$ cat src/rtl/mrdi_pkg.sv
package mrdi_pkg;
  // Bus widths, without and with parity
  localparam int unsigned DATA_W_NOPAR = 64;
  localparam int unsigned DATA_W_PAR = 72;
  localparam int unsigned MASK_W_NOPAR = 24;
  localparam int unsigned MASK_W_PAR = 72;
  localparam int unsigned ADDR_W = 11;
  localparam int unsigned SEL_W = 18;
  localparam int unsigned NUM_CORES = 4;

  // Array-select bit positions
  localparam int unsigned SEL_CU_TAG_HI = 17;
  localparam int unsigned SEL_CU_TAG_LO = 16;
  localparam int unsigned SEL_DDATA_HI = 15;
  localparam int unsigned SEL_DDATA_LO = 12;
  localparam int unsigned SEL_DTAG_HI = 11;
  localparam int unsigned SEL_DTAG_LO = 10;
  localparam int unsigned SEL_DIRTY = 9;
  localparam int unsigned SEL_IDATA_HI = 8;
  localparam int unsigned SEL_IDATA_LO = 5;
  localparam int unsigned SEL_ITAG_HI = 4;
  localparam int unsigned SEL_ITAG_LO = 3;
  localparam int unsigned SEL_BTA = 2;
  localparam int unsigned SEL_TLB1 = 1;
  localparam int unsigned SEL_TLB0 = 0;

  // Instruction register layout
  localparam int unsigned IR_W = 56;
  localparam int unsigned IR_CTL_W = 18;
  localparam int unsigned IR_DSP_W = 38;
  localparam int unsigned IR_PAT_HI = 55;
  localparam int unsigned IR_PAT_LO = 50;
  localparam int unsigned IR_FLG_HI = 49;
  localparam int unsigned IR_FLG_LO = 44;
  localparam int unsigned IR_WLAT_HI = 43;
  localparam int unsigned IR_WLAT_LO = 41;
  localparam int unsigned IR_RLAT_HI = 40;
  localparam int unsigned IR_RLAT_LO = 38;
  localparam int unsigned IR_CPU_HI = 37;
  localparam int unsigned IR_CPU_LO = 34;
  localparam int unsigned IR_MAXX_HI = 33;
  localparam int unsigned IR_MAXX_LO = 30;
  localparam int unsigned IR_MAXY_HI = 29;
  localparam int unsigned IR_MAXY_LO = 26;
  localparam int unsigned IR_SEED_HI = 25;
  localparam int unsigned IR_SEED_LO = 22;
  localparam int unsigned IR_ARR_HI = 21;
  localparam int unsigned IR_ARR_LO = 4;
  localparam int unsigned IR_COLW_HI = 3;
  localparam int unsigned IR_COLW_LO = 2;
  localparam int unsigned IR_CSZ_HI = 1;
  localparam int unsigned IR_CSZ_LO = 0;
  localparam logic [IR_W-1:0] IR_RESET = 56'h00_0000_0000_0000;

  // Decoded field values
  localparam logic [5:0] COLW_BASE = 6'h04;
  localparam logic [6:0] CSZ_16KB = 7'h10;
  localparam logic [6:0] CSZ_32KB = 7'h20;
  localparam logic [6:0] CSZ_64KB = 7'h40;
  localparam logic [3:0] GO_NOGO_SEED = 4'h5;

  // Register map, byte offsets
  localparam logic [7:0] OFS_CTRL = 8'h00;
  localparam logic [7:0] OFS_STATUS = 8'h04;
  localparam logic [7:0] OFS_IR_LO = 8'h08;
  localparam logic [7:0] OFS_IR_HI = 8'h0C;
  localparam logic [7:0] OFS_DECODE = 8'h10;
  localparam int unsigned CTRL_GONOGO = 0;
  localparam int unsigned CTRL_CLRFAIL = 1;
  localparam logic [31:0] CTRL_RESET = 32'h0000_0000;
endpackage

$ cat src/rtl/mrdi_core_cmp.sv
module mrdi_core_cmp #(
  parameter int unsigned DW = 64,
  parameter int unsigned MW = 24
) (
  input wire logic clk_i,
  input wire logic rst_i,
  input wire logic [DW-1:0] rdata_i,
  input wire logic [DW-1:0] expect_i,
  input wire logic [MW-1:0] mask_i,
  input wire logic check_i,
  input wire logic clear_i,
  output logic fail_o
);
  logic [DW-1:0] bit_en;
  logic mismatch;
  logic fail_q;

  // Lines beyond the mask width are always compared
  always_comb begin
    for (int i = 0; i < DW; i++) begin
      bit_en[i] = (i < MW) ? mask_i[i] : 1'b1;
    end
  end

  assign mismatch = |((rdata_i ^ expect_i) & bit_en);

  // Sticky; a new failure beats a clear in the same cycle
  always_ff @(posedge clk_i) begin
    if (rst_i) begin
      fail_q <= 1'b0;
    end else if (check_i && mismatch) begin
      fail_q <= 1'b1;
    end else if (clear_i) begin
      fail_q <= 1'b0;
    end
  end

  assign fail_o = fail_q;
endmodule

$ cat src/rtl/mrdi_dispatch.sv
// The Wishbone interface to the registers and the register addresses were chosen for this implementation.
module mrdi_dispatch #(
  parameter bit PARITY = 1'b0,
  parameter int unsigned DW = PARITY ? mrdi_pkg::DATA_W_PAR : mrdi_pkg::DATA_W_NOPAR,
  parameter int unsigned MW = PARITY ? mrdi_pkg::MASK_W_PAR : mrdi_pkg::MASK_W_NOPAR
) (
  input wire logic clk_i,
  input wire logic rst_i,
  input wire logic wb_cyc_i,
  input wire logic wb_stb_i,
  input wire logic wb_we_i,
  input wire logic [7:0] wb_adr_i,
  input wire logic [3:0] wb_sel_i,
  input wire logic [31:0] wb_dat_i,
  output logic [31:0] wb_dat_o,
  output logic wb_ack_o,
  input wire logic ram_test_mux_select_i,
  input wire logic [DW-1:0] test_write_data_i,
  input wire logic [mrdi_pkg::ADDR_W-1:0] test_address_i,
  input wire logic [MW-1:0] test_write_mask_i,
  input wire logic [mrdi_pkg::SEL_W-1:0] test_array_select_i,
  input wire logic test_write_strobe_i,
  input wire logic instr_serial_in_i,
  input wire logic instr_shift_enable_i,
  input wire logic test_run_enable_i,
  output logic [mrdi_pkg::NUM_CORES*DW-1:0] test_read_data_o,
  output logic instr_serial_out_o,
  output logic ram_test_mux_select_o,
  output logic [DW-1:0] ram_write_data_o,
  output logic [mrdi_pkg::ADDR_W-1:0] ram_address_o,
  output logic [MW-1:0] ram_write_mask_o,
  output logic [mrdi_pkg::SEL_W-1:0] ram_array_select_o,
  output logic ram_write_strobe_o,
  input wire logic [mrdi_pkg::NUM_CORES*DW-1:0] ram_read_data_i
);
  localparam int unsigned NC = mrdi_pkg::NUM_CORES;
  localparam int unsigned AW = mrdi_pkg::ADDR_W;
  localparam int unsigned SW = mrdi_pkg::SEL_W;
  localparam int unsigned PW = 1 + DW + AW + MW + SW + 1 + 3;

  // Two-flop synchroniser on every pin input
  logic [PW-1:0] pin_meta_q;
  logic [PW-1:0] pin_sync_q;
  logic mux_s;
  logic [DW-1:0] wdata_s;
  logic [AW-1:0] addr_s;
  logic [MW-1:0] mask_s;
  logic [SW-1:0] sel_s;
  logic we_s;
  logic serial_s;
  logic shift_s;
  logic run_s;

  always_ff @(posedge clk_i) begin
    if (rst_i) begin
      pin_meta_q <= '0;
      pin_sync_q <= '0;
    end else begin
      pin_meta_q <= {ram_test_mux_select_i, test_write_data_i, test_address_i,
                     test_write_mask_i, test_array_select_i, test_write_strobe_i,
                     instr_serial_in_i, instr_shift_enable_i, test_run_enable_i};
      pin_sync_q <= pin_meta_q;
    end
  end

  assign {mux_s, wdata_s, addr_s, mask_s, sel_s, we_s, serial_s, shift_s, run_s} = pin_sync_q;

  // Instruction register
  logic [mrdi_pkg::IR_W-1:0] ir;

  mrdi_shift_ir u_ir (
    .clk_i(clk_i),
    .rst_i(rst_i),
    .shift_i(shift_s),
    .run_i(run_s),
    .serial_i(serial_s),
    .ir_o(ir),
    .serial_o(instr_serial_out_o)
  );

  logic [NC-1:0] cpu_on;
  logic [3:0] max_x;
  logic [3:0] max_y;
  logic [3:0] seed_field;
  logic [SW-1:0] arr_en;
  logic [1:0] colw_code;
  logic [1:0] csz_code;
  logic [5:0] pattern;
  logic [5:0] flags;
  logic [2:0] wr_lat;
  logic [2:0] rd_lat;

  assign pattern = ir[mrdi_pkg::IR_PAT_HI:mrdi_pkg::IR_PAT_LO];
  assign flags = ir[mrdi_pkg::IR_FLG_HI:mrdi_pkg::IR_FLG_LO];
  assign wr_lat = ir[mrdi_pkg::IR_WLAT_HI:mrdi_pkg::IR_WLAT_LO];
  assign rd_lat = ir[mrdi_pkg::IR_RLAT_HI:mrdi_pkg::IR_RLAT_LO];
  assign cpu_on = ir[mrdi_pkg::IR_CPU_HI:mrdi_pkg::IR_CPU_LO];
  assign max_x = ir[mrdi_pkg::IR_MAXX_HI:mrdi_pkg::IR_MAXX_LO];
  assign max_y = ir[mrdi_pkg::IR_MAXY_HI:mrdi_pkg::IR_MAXY_LO];
  assign seed_field = ir[mrdi_pkg::IR_SEED_HI:mrdi_pkg::IR_SEED_LO];
  assign arr_en = ir[mrdi_pkg::IR_ARR_HI:mrdi_pkg::IR_ARR_LO];
  assign colw_code = ir[mrdi_pkg::IR_COLW_HI:mrdi_pkg::IR_COLW_LO];
  assign csz_code = ir[mrdi_pkg::IR_CSZ_HI:mrdi_pkg::IR_CSZ_LO];

  logic [5:0] col_width;
  logic [6:0] cache_kb;

  assign col_width = mrdi_pkg::COLW_BASE << colw_code;

  always_comb begin
    unique case (csz_code)
      2'b00: cache_kb = mrdi_pkg::CSZ_16KB;
      2'b01: cache_kb = mrdi_pkg::CSZ_16KB;
      2'b10: cache_kb = mrdi_pkg::CSZ_32KB;
      2'b11: cache_kb = mrdi_pkg::CSZ_64KB;
    endcase
  end

  // Control register and derived seed
  logic [31:0] ctrl_q;
  logic [3:0] seed;

  assign seed = ctrl_q[mrdi_pkg::CTRL_GONOGO] ? mrdi_pkg::GO_NOGO_SEED : seed_field;

  // Drive the arrays; array select and write strobe idle while the mux select is low, data, address and mask still follow the pins
  logic [SW-1:0] ram_sel_q;
  logic ram_we_q;
  logic [DW-1:0] ram_wdata_q;
  logic [AW-1:0] ram_addr_q;
  logic [MW-1:0] ram_mask_q;
  logic ram_mux_q;

  always_ff @(posedge clk_i) begin
    if (rst_i) begin
      ram_mux_q <= 1'b0;
      ram_sel_q <= '0;
      ram_we_q <= 1'b0;
    end else begin
      ram_mux_q <= mux_s;
      ram_sel_q <= mux_s ? sel_s : '0;
      ram_we_q <= mux_s & we_s;
    end
  end

  always_ff @(posedge clk_i) begin
    if (rst_i) begin
      ram_wdata_q <= '0;
      ram_addr_q <= '0;
      ram_mask_q <= '0;
    end else begin
      ram_wdata_q <= wdata_s;
      ram_addr_q <= addr_s;
      ram_mask_q <= mask_s;
    end
  end

  assign ram_test_mux_select_o = ram_mux_q;
  assign ram_array_select_o = ram_sel_q;
  assign ram_write_strobe_o = ram_we_q;
  assign ram_write_data_o = ram_wdata_q;
  assign ram_address_o = ram_addr_q;
  assign ram_write_mask_o = ram_mask_q;

  // Arrays answer one cycle after the access
  logic [NC*DW-1:0] rdata_q;
  logic check_q;
  logic [DW-1:0] expect_q;
  logic [MW-1:0] cmp_mask_q;

  always_ff @(posedge clk_i) begin
    if (rst_i) begin
      rdata_q <= '0;
      check_q <= 1'b0;
      expect_q <= '0;
      cmp_mask_q <= '0;
    end else begin
      rdata_q <= ram_read_data_i;
      check_q <= ram_mux_q && !ram_we_q && |(ram_sel_q & arr_en);
      expect_q <= ram_wdata_q;
      cmp_mask_q <= ram_mask_q;
    end
  end

  assign test_read_data_o = rdata_q;

  logic [NC-1:0] core_check;
  logic [NC-1:0] fail;
  logic clr_fail;

  assign core_check = {NC{check_q}} & cpu_on;

  for (genvar n = 0; n < NC; n++) begin : g_core
    mrdi_core_cmp #(
      .DW(DW),
      .MW(MW)
    ) u_cmp (
      .clk_i(clk_i),
      .rst_i(rst_i),
      .rdata_i(ram_read_data_i[n*DW +: DW]),
      .expect_i(expect_q),
      .mask_i(cmp_mask_q),
      .check_i(core_check[n]),
      .clear_i(clr_fail),
      .fail_o(fail[n])
    );
  end

  // Sweep end reached at the column and row bounds
  logic addr_expired;

  assign addr_expired = ram_mux_q && (ram_addr_q[7:0] == {max_x, max_y});

  // Wishbone slave, answer one cycle after the request
  logic ack_q;
  logic [31:0] dat_q;
  logic [31:0] rd_mux;
  logic wr_hit;

  assign wr_hit = wb_cyc_i && wb_stb_i && wb_we_i && ack_q;
  assign clr_fail = wr_hit && (wb_adr_i == mrdi_pkg::OFS_CTRL) && wb_sel_i[0]
                    && wb_dat_i[mrdi_pkg::CTRL_CLRFAIL];

  always_comb begin
    rd_mux = 32'h0000_0000;
    unique case (wb_adr_i)
      mrdi_pkg::OFS_CTRL: rd_mux = ctrl_q;
      mrdi_pkg::OFS_STATUS: rd_mux = {25'h0, we_s, ram_mux_q, addr_expired, fail};
      mrdi_pkg::OFS_IR_LO: rd_mux = ir[31:0];
      mrdi_pkg::OFS_IR_HI: rd_mux = {8'h00, ir[55:32]};
      mrdi_pkg::OFS_DECODE: rd_mux = {1'b0, rd_lat, 1'b0, wr_lat, flags[3:0], seed,
                                      1'b0, cache_kb, 2'h0, col_width};
      default: rd_mux = {26'h0, pattern};
    endcase
    if (!(wb_adr_i inside {mrdi_pkg::OFS_CTRL, mrdi_pkg::OFS_STATUS, mrdi_pkg::OFS_IR_LO,
                           mrdi_pkg::OFS_IR_HI, mrdi_pkg::OFS_DECODE})) begin
      rd_mux = 32'h0000_0000;
    end
  end

  always_ff @(posedge clk_i) begin
    if (rst_i) begin
      ack_q <= 1'b0;
      dat_q <= 32'h0000_0000;
    end else begin
      ack_q <= wb_cyc_i && wb_stb_i && !ack_q;
      dat_q <= rd_mux;
    end
  end

  always_ff @(posedge clk_i) begin
    if (rst_i) begin
      ctrl_q <= mrdi_pkg::CTRL_RESET;
    end else if (wr_hit && (wb_adr_i == mrdi_pkg::OFS_CTRL) && wb_sel_i[0]) begin
      ctrl_q[mrdi_pkg::CTRL_GONOGO] <= wb_dat_i[mrdi_pkg::CTRL_GONOGO];
    end
  end

  assign wb_ack_o = ack_q;
  assign wb_dat_o = dat_q;
endmodule

$ cat src/rtl/mrdi_shift_ir.sv
module mrdi_shift_ir (
  input wire logic clk_i,
  input wire logic rst_i,
  input wire logic shift_i,
  input wire logic run_i,
  input wire logic serial_i,
  output logic [mrdi_pkg::IR_W-1:0] ir_o,
  output logic serial_o
);
  logic [mrdi_pkg::IR_W-1:0] ir_q;

  // Bit 0 enters first and ends up at the bottom after a full load
  always_ff @(posedge clk_i) begin
    if (rst_i) begin
      ir_q <= mrdi_pkg::IR_RESET;
    end else if (shift_i && !run_i) begin
      ir_q <= {serial_i, ir_q[mrdi_pkg::IR_W-1:1]};
    end
  end

  assign ir_o = ir_q;
  assign serial_o = ir_q[0];
endmodule
$ cat config.mk
export PLATFORM = sky130hd
export DESIGN_NAME = mrdi_dispatch
export DESIGN_NICKNAME = d
export VERILOG_FILES = /design/src/rtl/mrdi_pkg.sv /design/src/rtl/mrdi_core_cmp.sv /design/src/rtl/mrdi_dispatch.sv /design/src/rtl/mrdi_shift_ir.sv
export SDC_FILE = /design/constraint.sdc
export NUM_CORES = 1
export LEC_CHECK = 0
export BUFFER_PORTS_ARGS = -buffer_cell sky130_fd_sc_hd__buf_2
export CAP_MARGIN = 20
export CORE_AREA = 2 2 324 326
export CTS_BUF_LIST = sky130_fd_sc_hd__clkbuf_4
export DETAILED_ROUTE_END_ITERATION = 8
export DIE_AREA = 0 0 326 328
export SLEW_MARGIN = 10
export SYNTH_ARGS = -nofsm -noshare
export SYNTH_HDL_FRONTEND = slang
export SYNTH_SLANG_ARGS = --single-unit
$ cat constraint.sdc
create_clock -name clk_i -period 2.6 [get_ports clk_i]
set_clock_uncertainty 0.1 [all_clocks]
set_input_delay 0.26 -clock clk_i [delete_from_list [all_inputs] [get_ports clk_i]]
set_output_delay 0.26 -clock clk_i [all_outputs]
set_load 0.05 [all_outputs]
==> impl_results.md, run 1 <==
* Mean post-synth cell area at between 10 and 15 um2
* Worst-case clock buffer depth at 3
* Number of synthesized register bits at ~800
* Cts repair resizes at 0
* Post-cts hold buffer count at 960
* Die width at about 330 um
* Std cell rows at between 100 and 150
* Maximum level of the CTS H-tree at 4
* Status: aborted with a tool error
* Worst slack after detailed placement at between 0.1 and 0.15 ns
* Clk sink count at 802
* Initial Utilization at about a quarter
* Post-synth EDFFs at 0
* Part of the Yosys area used for sequential elements at a little over three fifths
* Net count after synthesis at 2733
* Num CTS Buffers at roughly 210
* Count of yosys warnings during synthesis at 0
* Area contributors post-synth: sky130_fd_sc_hd__dfxtp_1 (63%), sky130_fd_sc_hd__nor2b_1 (17%), sky130_fd_sc_hd__xor2_1 (7.1%)
* Cell accounting for the most synthesized area: sky130_fd_sc_hd__dfxtp_1
* Post-CTS Setup Inserts at 0
* Share of Yosys cell area claimed by the top area cell type at between 60% and 70%
* Clock root buffer master: sky130_fd_sc_hd__clkbuf_4
* First logged error message: [ERROR RSZ-0060] Max buffer count reached.
* Die outline height at 328 um
* Post-synthesis instance area at 25600 um2
* HPWL Detailed at slightly above 80 mm
* # IOs at 836
* Count of cell types in the netlist at 42
* Primary flip-flop cell chosen by synthesis mapping: sky130_fd_sc_hd__dfxtp_1
* Global placer's final weighted congestion at 0.915
* Share of flip-flops with an asynchronous set or reset after synthesis at 0%
* Number of instances in the synthesized netlist at roughly 2300
* Last stage reached: 4_1_cts
* Count of port buffers added during placement at ~800
## stage by stage
step	cells	util, %	cell area [um2]	hold WS (ns)
floorplan	2306	-	25600	0.288
global placement	4429	30.5	31400	0.309
detailed placement	4429	30.5	31400	0.310
## logic make-up after synthesis
logic type	after synthesis	synth area share, %
flops	802	62.7
compound gates	164	4.35
mux	6	0.254
simple gates	957	22.0
buf+inv	113	1.75
xor+xnor	264	9.03
## Yosys cell counts (2+ instances only)
cell and count:
sky130_fd_sc_hd__a21oi_1 61, sky130_fd_sc_hd__a221oi_1 11, sky130_fd_sc_hd__a222oi_1 8, sky130_fd_sc_hd__a22o_1 8, sky130_fd_sc_hd__a22oi_1 60, sky130_fd_sc_hd__a31oi_1 4, sky130_fd_sc_hd__and2_1 19, sky130_fd_sc_hd__and3_2 2
sky130_fd_sc_hd__and4_1 3, sky130_fd_sc_hd__buf_1 6, sky130_fd_sc_hd__buf_6 3, sky130_fd_sc_hd__clkbuf_1 100, sky130_fd_sc_hd__dfxtp_1 802, sky130_fd_sc_hd__inv_1 3, sky130_fd_sc_hd__mux2_2 4, sky130_fd_sc_hd__mux2i_1 2
sky130_fd_sc_hd__nand2_1 130, sky130_fd_sc_hd__nand3_1 2, sky130_fd_sc_hd__nand4_1 29, sky130_fd_sc_hd__nor2_1 30, sky130_fd_sc_hd__nor2b_1 690, sky130_fd_sc_hd__nor3_1 4, sky130_fd_sc_hd__nor4_1 36, sky130_fd_sc_hd__o21ai_0 4
sky130_fd_sc_hd__o31ai_1 4, sky130_fd_sc_hd__or3_1 2, sky130_fd_sc_hd__or4_1 2, sky130_fd_sc_hd__xnor2_1 55, sky130_fd_sc_hd__xor2_1 209
==> inputs of run 2 (changes only) <==
--- a/config.mk
+++ b/config.mk
@@ -7,10 +7,9 @@
 export LEC_CHECK = 0
 export BUFFER_PORTS_ARGS = -buffer_cell sky130_fd_sc_hd__buf_2
 export CAP_MARGIN = 20
-export CORE_AREA = 2 2 324 326
-export CTS_BUF_LIST = sky130_fd_sc_hd__clkbuf_4
+export CORE_UTILIZATION = 25
 export DETAILED_ROUTE_END_ITERATION = 8
-export DIE_AREA = 0 0 326 328
+export PLACE_DENSITY_LB_ADDON = 0.15
 export SLEW_MARGIN = 10
 export SYNTH_ARGS = -nofsm -noshare
 export SYNTH_HDL_FRONTEND = slang
==> impl_results.md, run 2 <==
* Remaining antenna violation count at 0
* Final WL at 100 mm
* Aggregate negative setup slack at 0 ns
* Unrepaired setup endpoints after global routing: no
* Highest cell delay on the worst timing path at between 0.7 and 0.8 ns
* Number of synthesized register bits at 802 (unchanged)
* Count of endpoints failing hold in the final timing report at 0
* Post-synth EDFFs at 0 (unchanged)
* Insertion delay of the later-clocked pin in the worst-skew pair at between 0.6 and 0.7 ns
* Global placer's final weighted congestion at 0.838 (-8.5%)
* Total global-route track usage at 18.8%
* Reported leakage power at ~17 nW
* Signal arrival time at the worst endpoint at between 2 and 3 ns
* Cts repair resizes at 0 (unchanged)
* Initial DRT Pass Iterations at 5
* Count of port buffers added during placement at 802 (unchanged)
* Overall Power at around 29 mW
* Pin count of the biggest net entering global routing at slightly above 80
* Cell accounting for the most synthesized area: sky130_fd_sc_hd__dfxtp_1
* Final cell utilization of the core at around 38%
* Wire length of the first global-routing pass at roughly 140 mm
* Most common cell after layout, fill and taps aside: sky130_fd_sc_hd__dfxtp_1
* Remaining global-route overflow at 0
* Maximum clock rate at roughly 430 MHz
* Endpoint kind of the worst setup timing path: register
* Post-cts hold buffer count at 391 (-59%)
* Clock power share at a little under half
* Relative contribution of combinational cells to total power at 10.6%
* Final non-filler cell total at between 4000 and 5000
* Count of yosys warnings during synthesis at 0 (unchanged)
* Std cell rows at 117 (-0.85%)
* Worst-Margin Slew at between 0.7 and 0.8 ns
* Post-CTS Setup Inserts at 0 (unchanged)
* Maximum level of the CTS H-tree at 3 (-1)
* Most instantiated cells after synthesis: sky130_fd_sc_hd__dfxtp_1 (802), sky130_fd_sc_hd__nor2b_1 (690), sky130_fd_sc_hd__xor2_1 (209), sky130_fd_sc_hd__nand2_1 (130), sky130_fd_sc_hd__clkbuf_1 (100)
* Switching component of the power at about 7.4 mW
* Cell type of the slowest stage on the worst timing path: sky130_fd_sc_hd__or4_1
* Fraction of the cycle the final worst path needs at between 90 and 100%
* Post-synthesis instance area at 25600 um2 (unchanged)
* PwrDens at 758 nW/um2
* Worst-case clock buffer depth at 3 (unchanged)
* Clk sink count at 802 (unchanged)
* Die width at 322 um (-1.2%)
* Initial Utilization at 25.2% (+0.36 points)
* Peak supply drop at between 0.4 and 0.5 mV
* Power Internal at 21.8 mW
* Final hold slack at about 0.052 ns
* Wire length per cell at just over 20 um
* Post-placement cell count at 4417 (-0.27%)
* Net count after synthesis at 2733 (unchanged)
* Die Area at about 100000 um2
* Count of final setup violators at 0
* CTS tree: built
* Part of the total power dissipated in sequential elements at ~44%
* Number of global-route vias before repair at between 20000 and 25000
* Final Instance Area at 38500 um2
* Switching share of power at 25.3%
* Initial antenna violation count at 11
* Primary flip-flop cell chosen by synthesis mapping: sky130_fd_sc_hd__dfxtp_1
* Largest driver fanout on the critical path at 5
* Final-stage net count at just under 4000
* Startpoint types: register
* Pins Over Slew Limit at 0
* Critical path, cell by cell: inv_1, or4_1, nor2_1, mux2i_1, nor2_1, dlygate4sd3_1
* CTS clk-pin slew, worst paths at around 0.06 ns
* CP most frequent cell: sky130_fd_sc_hd__nor2_1
* Count of cell types in the netlist at 42 (unchanged)
* Minimum clock period at about 2.3 ns
* Relative slew slack at a little under half
* Largest register FFs at approximately 260
* Core region area at a little over 100000 um2
* Mean post-synth cell area at 11.1 um2 (unchanged)
* Required time of the critical path at roughly 3 ns
* Number of instances in the synthesized netlist at 2306 (unchanged)
* Final critical-path setup slack at approximately 0.25 ns
* Post-detailed-route via-to-cell ratio at approximately 4
* Placed Area at 31500 um2 (about the same)
* Status: complete, no violations
* Share of Yosys cell area claimed by the top area cell type at 62.7% (unchanged)
* Worst min-delay path category: in2reg
* Num CTS Buffers at 91 (-57%)
* Area added between synthesis and finish at 50.3%
* HPWL Detailed at 78.2 mm (-4.1%)
* Worst slack after detailed placement at 0.0536 ns (-0.0787 ns)
* Area contributors post-synth: sky130_fd_sc_hd__dfxtp_1 (63%), sky130_fd_sc_hd__nor2b_1 (17%), sky130_fd_sc_hd__xor2_1 (7.1%)
* Path type of the worst setup path: reg2reg
* Routed via count at approximately 20000
* Clock root buffer master: sky130_fd_sc_hd__clkbuf_16
* Number of DRC violations after detailed-routing iteration 0 at 903
* Fraction of final layout cells with drive strength greater than 1 at about 28%
* MaxCap Viol Count at 0
* Part of the Yosys area used for sequential elements at 62.7% (unchanged)
* Share of flip-flops with an asynchronous set or reset after synthesis at 0% (unchanged)
* Top library cells by usage in the layout, fill and taps aside: sky130_fd_sc_hd__dfxtp_1 (802), sky130_fd_sc_hd__buf_2 (801), sky130_fd_sc_hd__nor2b_1 (689)
* Die outline height at 322 um (-1.8%)
* # IOs at 836 (unchanged)
* Most frequently used cell type in the post-synthesis netlist: sky130_fd_sc_hd__dfxtp_1
* DRC errors left at 0
==> run 2: cell counts after synthesis <==
Identical to the previous run, type by type.
==> run 2: path summary, 6_finish.rpt <==
path                                 to  slack, ns     startpoint  cells after the start
setup / recovery              ctrl_q[0]       0.25       wb_ack_o                      6
hold / removal              wb_dat_o[1]       0.05    wb_adr_i[4]                      3
setup reg to reg              ctrl_q[0]       0.25       wb_ack_o                      6
hold reg to reg   ram_array_select_o[2]       0.32  pin_sync_q[6]                      1
==> run 2: cell families (layout without fill, tap and decap cells) <==
family          after synthesis  count (layout)  share of synthesized area, %
simple gates                957             957                          22.0
flops                       802             802                          62.7
xor+xnor                    264             264                          9.03
compound gates              164             164                          4.35
buf+inv                     113            1409                          1.75
mux                           6               6                         0.254
other cells                   0              11                             0
==> run 2: per-layer routing <==
layer,up-vias,wire length (um),global-route usage [%]
met2,662,50700,33.8
li1,9859,-,-
met4,2,4220,8.53
met3,174,6260,4.58
met5,-,17,0
met1,9233,39200,20.8
==> run 2: power groups by stage <==
stage	logic, mW	registers [mW]	clock network [mW]
floorplan	0.673	14.0	0
global route	3.28	12.9	14.2
CTS	3.14	12.9	13.7
finish	3.10	12.9	13.2
detailed placement	2.64	13.2	0
global placement	2.64	13.2	0
==> run 2: worst max-delay path, delay by kind of cell, from the launching register on <==
| family | cells | cell delay (ns) |
|---|---|---|
| AND/OR/NAND/NOR | 3 | 0.98 |
| buffers and inverters | 2 | 0.60 |
| flip-flops | 1 | 0.34 |
| multiplexers | 1 | 0.21 |
==> run 2: cell type report <==
type                       count  area, um2
fill                       10226      63200
sequential                   802      16100
multi-input combinational   1391       9130
timing repair buffer        1244       8470
clock buffer                 128       2670
tap                         1368       1710
clock inverter                34        448
antenna                       11       27.5
inverter                       3       11.3
Note: power is estimated with default switching activity, not from simulation.
